## src/hdl/occ_cfg.svh

```systemverilog
// Operation
// - channel on bits 4..0 switch their channel on when 1, off when 0; read/write.
// - combine select 0: drive is input pin OR channel on bit.
// - combine select 1: drive is input pin AND channel on bit.
// - config bits 2..0 pick bulb (0) or LED (1) mode for channels 2..0.
// - thermal shutdown turns channel off and sets a latch holding it off.
// - over-temperature latch stays set while the logic supply is absent; here rst_n clears it like every other register.
// - relatch release needs cooled sensor and host write of clear thermal latch.
// - one clear thermal latch write clears the latch of every cooled channel at once.
// - dynamic temperature detector turns its channel off on sudden rise.
// - fault flag is set while channel is held off by dynamic shutdown.
// - reading a channel's fault flag clears it.
// - flag sets again if dynamic shutdown persists after the clearing read.
// - on loss of ground every channel goes or stays off.
// - inverse current into an output clears that channel's fault flag.
`ifndef OCC_CFG_SVH
`define OCC_CFG_SVH
`define OCC_NCH        5
`define OCC_NLED       3
`define OCC_SW_W       6
`define OCC_CFG_W      4
`define OCC_CFG_COMB   3
`define OCC_SW_RST     6'h00
`define OCC_CFG_RST    4'h0
`define OCC_UNDEF_BIT  1'b0
`endif

```

## src/hdl/occ_pkg.sv

```systemverilog
package occ_pkg;
  // register bank contents
  typedef struct packed {
    logic       spare;
    logic [4:0] on;
  } occ_switch_s;
  typedef struct packed {
    logic       comb_and;
    logic [2:0] led;
  } occ_config_s;
  // per-channel sensor inputs
  typedef struct packed {
    logic [4:0] over_temp;
    logic [4:0] cooled;
    logic [4:0] dyn_shut;
    logic [4:0] inverse;
  } occ_sense_s;
endpackage

```

## src/hdl/occ_top.sv

```systemverilog
`timescale 1ns/100ps
`default_nettype none
`include "occ_cfg.svh"
module occ_top import occ_pkg::*; (
  // clock and reset
  input  wire logic                   clk,
  input  wire logic                   rst_n,
  // register access from frame logic
  input  wire logic                   sw_wr,
  input  wire logic [`OCC_SW_W-1:0]   sw_wdata,
  input  wire logic                   cfg_wr,
  input  wire logic [`OCC_CFG_W-1:0]  cfg_wdata,
  input  wire logic                   hw_ctrl_wr,
  input  wire logic                   clear_thermal_latch,
  input  wire logic                   fault_rd,
  // pins and sensors, asynchronous
  input  wire logic [`OCC_NCH-1:0]    channel_input_pin,
  input  wire occ_sense_s             sense,
  input  wire logic                   gnd_ok,
  // register readback
  output logic [`OCC_SW_W-1:0]        sw_rdata,
  output logic [`OCC_CFG_W-1:0]       cfg_rdata,
  output logic [`OCC_NCH-1:0]         fault_flag,
  output logic [`OCC_NCH-1:0]         ot_latch,
  // power stage
  output logic [`OCC_NCH-1:0]         stage_on,
  output logic [`OCC_NLED-1:0]        lamp_diode_mode_bit,
  output logic                        spare_bias
);
  occ_switch_s sw_q;
  occ_config_s cfg_q;
  logic [`OCC_NCH-1:0] ot_q;
  logic [`OCC_NCH-1:0] flag_q;
  logic [`OCC_NCH-1:0] stage_q;
  logic [`OCC_NCH-1:0] pin_s1_q, pin_s2_q;
  occ_sense_s          sns_s1_q, sns_s2_q;
  logic                gnd_s1_q, gnd_s2_q;
  logic [`OCC_NCH-1:0] comb_d;
  logic [`OCC_NCH-1:0] stage_d;

  // two-stage synchronisers for pins and sensors
  always_ff @(posedge clk) begin
    if (!rst_n) begin
      pin_s1_q <= '0;
      pin_s2_q <= '0;
      sns_s1_q <= '0;
      sns_s2_q <= '0;
      gnd_s1_q <= 1'b0;
      gnd_s2_q <= 1'b0;
    end else begin
      pin_s1_q <= channel_input_pin;
      pin_s2_q <= pin_s1_q;
      sns_s1_q <= sense;
      sns_s2_q <= sns_s1_q;
      gnd_s1_q <= gnd_ok;
      gnd_s2_q <= gnd_s1_q;
    end
  end

  // channel switch register
  always_ff @(posedge clk) begin
    if (!rst_n) begin
      sw_q <= `OCC_SW_RST;
    end else if (sw_wr) begin
      sw_q <= sw_wdata;
    end
  end

  // combine and lamp mode config register
  always_ff @(posedge clk) begin
    if (!rst_n) begin
      cfg_q <= `OCC_CFG_RST;
    end else if (cfg_wr) begin
      cfg_q <= cfg_wdata;
    end
  end

  // over-temperature latches; set beats clear
  always_ff @(posedge clk) begin
    if (!rst_n) begin
      ot_q <= '0; // latch state is cleared by rst_n, the same reset as every other register
    end else begin
      for (int i = 0; i < `OCC_NCH; i++) begin
        if (sns_s2_q.over_temp[i]) begin
          ot_q[i] <= 1'b1;
        end else if (hw_ctrl_wr && clear_thermal_latch && sns_s2_q.cooled[i]) begin
          ot_q[i] <= 1'b0;
        end
      end
    end
  end

  // fault flags: dynamic shutdown sets, read or inverse current clears
  always_ff @(posedge clk) begin
    if (!rst_n) begin
      flag_q <= '0;
    end else begin
      for (int i = 0; i < `OCC_NCH; i++) begin
        if (sns_s2_q.dyn_shut[i]) begin
          flag_q[i] <= 1'b1;
        end else if (fault_rd || sns_s2_q.inverse[i]) begin
          flag_q[i] <= 1'b0;
        end
      end
    end
  end

  // combine and gate per channel
  always_comb begin
    for (int i = 0; i < `OCC_NCH; i++) begin
      comb_d[i] = cfg_q.comb_and ? (pin_s2_q[i] & sw_q.on[i])
                                 : (pin_s2_q[i] | sw_q.on[i]);
      stage_d[i] = comb_d[i] & ~ot_q[i] & ~sns_s2_q.over_temp[i]
                   & ~sns_s2_q.dyn_shut[i] & gnd_s2_q;
    end
  end

  always_ff @(posedge clk) begin
    if (!rst_n) begin
      stage_q <= '0;
    end else begin
      stage_q <= stage_d;
    end
  end

  // outputs from flip-flops, except sw_rdata bit 5, which is a constant 0
  always_comb begin
    sw_rdata            = {`OCC_UNDEF_BIT, sw_q.on};
    cfg_rdata           = cfg_q;
    fault_flag          = flag_q;
    ot_latch            = ot_q;
    stage_on            = stage_q;
    lamp_diode_mode_bit = cfg_q.led;
    spare_bias          = sw_q.spare;
  end

  // register write checks
  property p_sw_write;
    @(posedge clk) disable iff (!rst_n)
      sw_wr |=> (sw_q.on == $past(sw_wdata[`OCC_NCH-1:0]));
  endproperty
  a_sw_write: assert property (p_sw_write) else $error("switch write fail");
  property p_cfg_write;
    @(posedge clk) disable iff (!rst_n)
      cfg_wr |=> ((cfg_q.led == $past(cfg_wdata[`OCC_NLED-1:0]))
                  && (cfg_q.comb_and == $past(cfg_wdata[`OCC_CFG_COMB])));
  endproperty
  a_cfg_write: assert property (p_cfg_write) else $error("config write fail");

  // combine checks
  property p_or_mode;
    @(posedge clk) disable iff (!rst_n)
      (!cfg_q.comb_and && sw_q.on[2] && !ot_q[2] && gnd_s2_q && !sns_s2_q.dyn_shut[2]
       && !sns_s2_q.over_temp[2]) |=> stage_q[2];
  endproperty
  a_or_mode: assert property (p_or_mode) else $error("or mode fail");
  property p_and_mode;
    @(posedge clk) disable iff (!rst_n)
      (cfg_q.comb_and && !pin_s2_q[3]) |=> !stage_q[3];
  endproperty
  a_and_mode: assert property (p_and_mode) else $error("and mode fail");

  // thermal latch checks
  property p_ot_set;
    @(posedge clk) disable iff (!rst_n)
      (sns_s2_q.over_temp != '0)
        |=> ((ot_q & $past(sns_s2_q.over_temp)) == $past(sns_s2_q.over_temp));
  endproperty
  a_ot_set: assert property (p_ot_set) else $error("latch not set");
  property p_ot_holds_off;
    @(posedge clk) disable iff (!rst_n)
      (ot_q != '0) |=> ((stage_q & $past(ot_q)) == '0);
  endproperty
  a_ot_holds_off: assert property (p_ot_holds_off) else $error("latched channel on");
  property p_ot_refuse;
    @(posedge clk) disable iff (!rst_n)
      ((ot_q & ~sns_s2_q.cooled) != '0)
        |=> ((ot_q & $past(ot_q) & ~$past(sns_s2_q.cooled))
             == ($past(ot_q) & ~$past(sns_s2_q.cooled)));
  endproperty
  a_ot_refuse: assert property (p_ot_refuse) else $error("hot latch released");
  property p_ot_clear;
    @(posedge clk) disable iff (!rst_n)
      (ot_q[1] && hw_ctrl_wr && clear_thermal_latch && sns_s2_q.cooled[1]
       && !sns_s2_q.over_temp[1]) |=> !ot_q[1];
  endproperty
  a_ot_clear: assert property (p_ot_clear) else $error("latch not cleared");

  // dynamic shutdown and fault flag checks
  property p_dyn_stage;
    @(posedge clk) disable iff (!rst_n)
      (sns_s2_q.dyn_shut != '0) |=> ((stage_q & $past(sns_s2_q.dyn_shut)) == '0);
  endproperty
  a_dyn_stage: assert property (p_dyn_stage) else $error("dyn stage on");
  property p_dyn_off;
    @(posedge clk) disable iff (!rst_n)
      (sns_s2_q.dyn_shut != '0)
        |=> ((flag_q & $past(sns_s2_q.dyn_shut)) == $past(sns_s2_q.dyn_shut));
  endproperty
  a_dyn_off: assert property (p_dyn_off) else $error("dyn shutdown fail");
  property p_rd_clear;
    @(posedge clk) disable iff (!rst_n)
      fault_rd |=> ((flag_q & ~$past(sns_s2_q.dyn_shut)) == '0);
  endproperty
  a_rd_clear: assert property (p_rd_clear) else $error("read clear fail");
  property p_flag_reset;
    @(posedge clk) disable iff (!rst_n)
      (fault_rd && (sns_s2_q.dyn_shut != '0))
        |=> ((flag_q & $past(sns_s2_q.dyn_shut)) == $past(sns_s2_q.dyn_shut));
  endproperty
  a_flag_reset: assert property (p_flag_reset) else $error("flag not set again");
  property p_inverse_clear;
    @(posedge clk) disable iff (!rst_n)
      (sns_s2_q.inverse != '0)
        |=> ((flag_q & $past(sns_s2_q.inverse) & ~$past(sns_s2_q.dyn_shut)) == '0);
  endproperty
  a_inverse_clear: assert property (p_inverse_clear) else $error("inverse fail");

  // drive gating checks
  property p_stage_gate;
    @(posedge clk) disable iff (!rst_n)
      1'b1 |=> ((stage_q & ($past(ot_q) | $past(sns_s2_q.over_temp)
                 | $past(sns_s2_q.dyn_shut))) == '0);
  endproperty
  a_stage_gate: assert property (p_stage_gate) else $error("gated stage on");
  property p_gnd_loss;
    @(posedge clk) disable iff (!rst_n) !gnd_s2_q |=> (stage_q == '0);
  endproperty
  a_gnd_loss: assert property (p_gnd_loss) else $error("ground loss on");
endmodule
`default_nettype wire

```

## config.mk

```make
export PLATFORM = sky130hd
export DESIGN_NAME = occ_top
export DESIGN_NICKNAME = d
export VERILOG_FILES = /design/src/hdl/occ_pkg.sv /design/src/hdl/occ_top.sv
export VERILOG_INCLUDE_DIRS = /design/src /design/src/hdl
export SDC_FILE = /design/constraint.sdc
export NUM_CORES = 1
export LEC_CHECK = 0
export BUFFER_PORTS_ARGS = -buffer_cell sky130_fd_sc_hd__buf_2
export CAP_MARGIN = 25
export CORE_UTILIZATION = 53
export DETAILED_ROUTE_END_ITERATION = 10
export GPL_ROUTABILITY_DRIVEN = 0
export GPL_TIMING_DRIVEN = 0
export PLACE_DENSITY = 0.82
export SYNTH_ARGS = -nofsm -noshare
export SYNTH_HDL_FRONTEND = slang
export SYNTH_SLANG_ARGS = --single-unit
```

## constraint.sdc

```tcl
create_clock -name clk -period 1.7 [get_ports clk]
set_input_delay 0.255 -clock clk [delete_from_list [all_inputs] [get_ports clk]]
set_output_delay 0.255 -clock clk [all_outputs]
set_load 0.005 [all_outputs]
```

# Word-level counts from Yosys, hierarchy flattened
# Cells that the tools add are included.
# W data, S select, Z words.
[op_classes]
reduce_logical = 21
bitwise_logic = 45
mux = 25
[ops]
columns = ["cell", "n"]
rows = [
  ["$and A1 B1 Y1", 25],
  ["$mux W1", 25],
  ["$reduce_bool A2 Y1", 10],
  ["$not A1 Y1", 15],
  ["$logic_and A1 B1 Y1", 6],
  ["$logic_or A1 B1 Y1", 5],
  ["$or A1 B1 Y1", 5],
]
[totals]
output_inout_bits = 29
regBits = 77
word_cells = 118
input_bits = 43

# Logic depth before layout (Yosys ltp)
[logic_depth]
depth_word = 6
ltp_mapped = 3

# Worst setup path after synthesis
# OpenSTA, ideal clock, no wires.
[synth_timing]
kind = "reg-to-reg"
from = "reg cfg_q, in the netlist cfg_rdata[3]"
to = "reg stage_q[3], in the netlist stage_on[3]"
stages_incl_launch_ff = 4
period_less_slack_ns = 0.988
required_ns = 1.584
arrival_time_ns = 0.873
setup_slack_ns = 0.712
path_cell_list = "dfxtp_1 > inv_2 > maj3_2 > and3_1"
[synth_via]
elab_chain_cells = 5
[synth_rtl]
columns = ["item", "line", "text"]
rows = [
  ["start: declaration", "occ_top.sv:31", "occ_config_s cfg_q;"],
  ["start signal: assignment", "occ_top.sv:72", "cfg_q <= `OCC_CFG_RST;"],
  ["start signal: assignment", "occ_top.sv:74", "cfg_q <= cfg_wdata;"],
  ["$mux W1", "occ_top.sv:111", "comb_d[i] = cfg_q.comb_and ? (pin_s2_q[i] & sw_q.on[i])"],
  ["$and A1 B1 Y1 (2 in series)", "occ_top.sv:113", "stage_d[i] = comb_d[i] & ~ot_q[i] & ~sns_s2_q.over_temp[i]"],
  ["$and A1 B1 Y1 (2 in series)", "occ_top.sv:114", "& ~sns_s2_q.dyn_shut[i] & gnd_s2_q;"],
  ["end signal: assignment", "occ_top.sv:122", "stage_q <= stage_d;"],
  ["end: declaration", "occ_top.sv:34", "logic [`OCC_NCH-1:0] stage_q;"],
]
# Every way passes these cells.
# A chain may end at the register's enable or synchronous reset.

# Worst setup path after layout
[layout_timing]
from = "reg cfg_q, in the netlist lamp_diode_mode_bit[0]"
to = "out lamp_diode_mode_bit[0]"
[layout_rtl]
columns = ["item", "line", "text"]
rows = [
  ["end: declaration", "occ_top.sv:27", "output logic [`OCC_NLED-1:0] lamp_diode_mode_bit,"],
]
# No word-level cell between the ends.

==> run summary <==
The flow ran to the end, and the final reports show no timing, DRC or antenna violations. The multi-input combinational cell area is 759.5 sq um. The count of vias placed by the detailed router is 1612. The post-CTS setup buffer count is 0. The final instance area came out at 3053 sq um. The endpoint identified for the worst register-to-register timing path is stage_on[1]. The number of port buffers came out at 68. The detailed router's first-iteration violation count came out at 38. The post-cts resize count is 0. The routed length per instance came out at 11.72 um. Global routing used 19.06% of the available tracks across all layers. The maximum level of the CTS H-tree is 3. The area growth from synthesis to layout is 27.02%. The achievable clock frequency is 0.8767 GHz.

The clock tree skew after final layout is 0.003727 ns. The worst path arrival time came out at 0.89 ns. The reported max-cap violation count is 0.

The number of antenna violations at the first check in global routing came out at 0. The number of buffers added by the clock tree synthesis step is 9. The worst hold path was traced through 2 stages. The pin count of the biggest net entering global routing came out at 13. Summing all placed instances gives a cell area of 2809 sq um. The synthesized design contains 77 register bits. For the worst setup path, the data required time is 1.44 ns.

For this run, design rule violations remaining after detail routing come to 0. The setup slack after layout is 0.5593 ns. The core region area came out at 4354 sq um. After legalization and detailed placement, the total HPWL measured 2981 um. The ratio of cells with drive above 1 in the final layout came out at 35.59%.

The initialized floorplan defines 24 standard-cell rows. For this run, the detailed router's first-pass iteration total came to 4. The number of nets at the end of the flow is 333. The latest clock arrival within the worst-skew pair is 0.33 ns. For this run, the share of the core covered by cells in the final layout is 70.11%. The post-placement setup slack is 0.6675 ns. The number of pins exceeding their max-slew limit in the final report is 0. The starting density of the core came out at 55.20%. The met3 usage is 7.994%. The CTS tree is yes. The internal reg-to-reg setup slack is 0.66 ns. Setup repair after global routing left no endpoint under its margin.

The number of distinct library cells after synthesis is 20. The die covers 4808 sq um. For this run, asynchronously set or reset flops after synthesis account for 0%.

The summed instance area of the synthesized netlist is 2404 sq um. Dividing the synthesized area by the synthesized cell count gives 11.39 sq um. In this run the static leakage power is 1.454 nW. The final setup violation count is 0.

For this run, the number of Yosys warnings is 0. Measured in cells, the most critical reg-to-reg path has a length of 3. In this run the worst hold path is classified as primary input to flip-flop. The class of the most critical setup path is flip-flop to output port. The worst setup path is captured at an output port. In this run the critical register-to-register path is launched from cfg_rdata[3].

The number of synthesized flops with an enable pin is 0. The via count of the first global-routing pass is 1549. Measured along the y axis, the die boundary spans 69.34 um. The final hold violation count came to 0.

In this run the clock root is driven by a clkbuf_8. The global routing met1 resource utilization is 23.15%. The path with the worst hold slack has its endpoint at sns_s1_q[6]. After global routing the overflow that remains totals 0. The worst hold path begins at sense[6]. The final period demand of the worst path is 1.141 ns. The residual antenna-violating net count after detailed routing came out at 0. The layout has 350 filler cells. The routed design has 4066 um of wire. Summing all flip-flop and latch instances after layout gives 1541 sq um.

met2 is the most crowded layer. The portion of the post-synthesis area used by sequential elements is 64.13%. The launch point of the critical path is lamp_diode_mode_bit[0]. When the netlist entered floorplanning its net count stood at 254. The final critical path takes up 67.10% of the cycle.

The worst-case IR drop observed on VDD is 0.8406 mV. The number of vias per cell after detailed routing is 4.646. The largest fanout on the critical path came out at 3. The clock transition at the registers of the reported paths came out at 0.07 ns.

The chip width came out at 69.34 um. The number of cells produced by synthesis came out at 211. The clock drives 77 sinks.

STA classifies the critical path startpoint as a flip-flop. The first global-routing pass estimated 7038 um of wire. In the global route stage, met2 resource usage came out at 30.31%.

Dividing total power by cell area gives a power density of 1226 nW/um^2. The most common flop cell mapped by yosys is dfxtp_1. The hold buffer count at cts came out at 0. 72 I/O pins were placed. The setup TNS came out at 0 ns. The number of diodes came out at 0. In this run the deepest clock path goes through 2 buffers.
==> registers in the layout, indices dropped and copies added (netlist names) <==
register and count:
pin_s2_q 5, sw_rdata 5, stage_on 5, ot_latch 5
lamp_diode_mode_bit 3, spare_bias 1, sns_s1_q 20, sns_s2_q 20
gnd_s1_q 1, pin_s1_q 5, gnd_s2_q 1, cfg_rdata 1
fault_flag 5
==> worst max-delay path, cell delays in order, from the launching register on <==
cell	delay, ns
dfxtp_1	0.32
buf_4	0.12
buf_2	0.11
==> worst max-delay path by stage <==
stage,endpoint,cells past startpoint
floorplan,stage_on[3],3
global placement,stage_on[1],3
detailed placement,stage_on[1],3
CTS,lamp_diode_mode_bit[0],2
global route,lamp_diode_mode_bit[0],2
finish,lamp_diode_mode_bit[0],2
==> Yosys cell counts, drive strengths merged (6+ instances only) <==
cell type / number / area share, %
buf: 6 / 1.9
inv: 6 / 0.94
nor2b: 15 / 3.9
dfxtp: 77 / 64
clkbuf: 7 / 1.4
and2: 54 / 14
mux2i: 10 / 4.2
==> layout by cell type, fill, tap and decap left out <==
| master | instances |
|---|---|
| clkinv_2 | 1 |
| nor2_1 | 5 |
| o21ai_0 | 2 |
| clkbuf_8 | 13 |
| and2_1 | 54 |
| and3_1 | 5 |
| nor3_1 | 5 |
| maj3_2 | 5 |
| mux2i_1 | 10 |
| buf_4 | 4 |
| o21ai_2 | 3 |
| inv_1 | 5 |
| dfxtp_1 | 77 |
| buf_6 | 1 |
| buf_2 | 69 |
| nor2b_1 | 15 |
| clkbuf_2 | 6 |
| conb_1 | 1 |
| clkbuf_1 | 1 |
| bufinv_16 | 2 |
| a31oi_1 | 5 |
| inv_2 | 1 |
| a21oi_1 | 5 |
==> per-layer routing <==
layer,part of all wire [%],wire [um],vias up
met5,0,0,-
met2,47,1913,66
met3,7.1,290,4
met4,0.76,31,0
met1,45,1830,718
li1,-,-,824
==> layout make-up <==
| class | count | area share, % |
|---|---|---|
| Sequential cell | 77 | 50.49 |
| Multi-Input combinational cell | 115 | 24.88 |
| Timing Repair Buffer | 68 | 11.15 |
| Clock buffer | 13 | 5.861 |
| Buffer | 13 | 2.623 |
| Clock inverter | 3 | 2.131 |
| Tap cell | 52 | 2.131 |
| Inverter | 6 | 0.7377 |
==> cell families after synthesis <==
logic type	share of synthesized area, %
simple gates	21.08
buf+inv	4.268
other cells	0.1560
compound gates	3.852
fa+ha+maj	2.342
mux	4.165
flops	64.13
==> power by group <==
part / internal [W] / leakage, nW / switching (W)
Sequential: 0.00189 / 0.635 / 0.0000350
Combinational: 0.000134 / 0.693 / 0.0000959
Clock: 0.000985 / 0.126 / 0.000605
Total: 0.00301 / 1.45 / 0.000736
==> metrics by stage <==
step	std cells	hold slack [ns]	total power, W
detailed placement	331	0.4162	0.002197
CTS	347	0.09939	0.003791
finish	347	0.1222	0.003742
global route	347	0.1069	0.003902
global placement	331	0.4009	0.002185
floorplan	211	0.3767	0.002086
No activity file was read; power rests on OpenSTA's default activity.
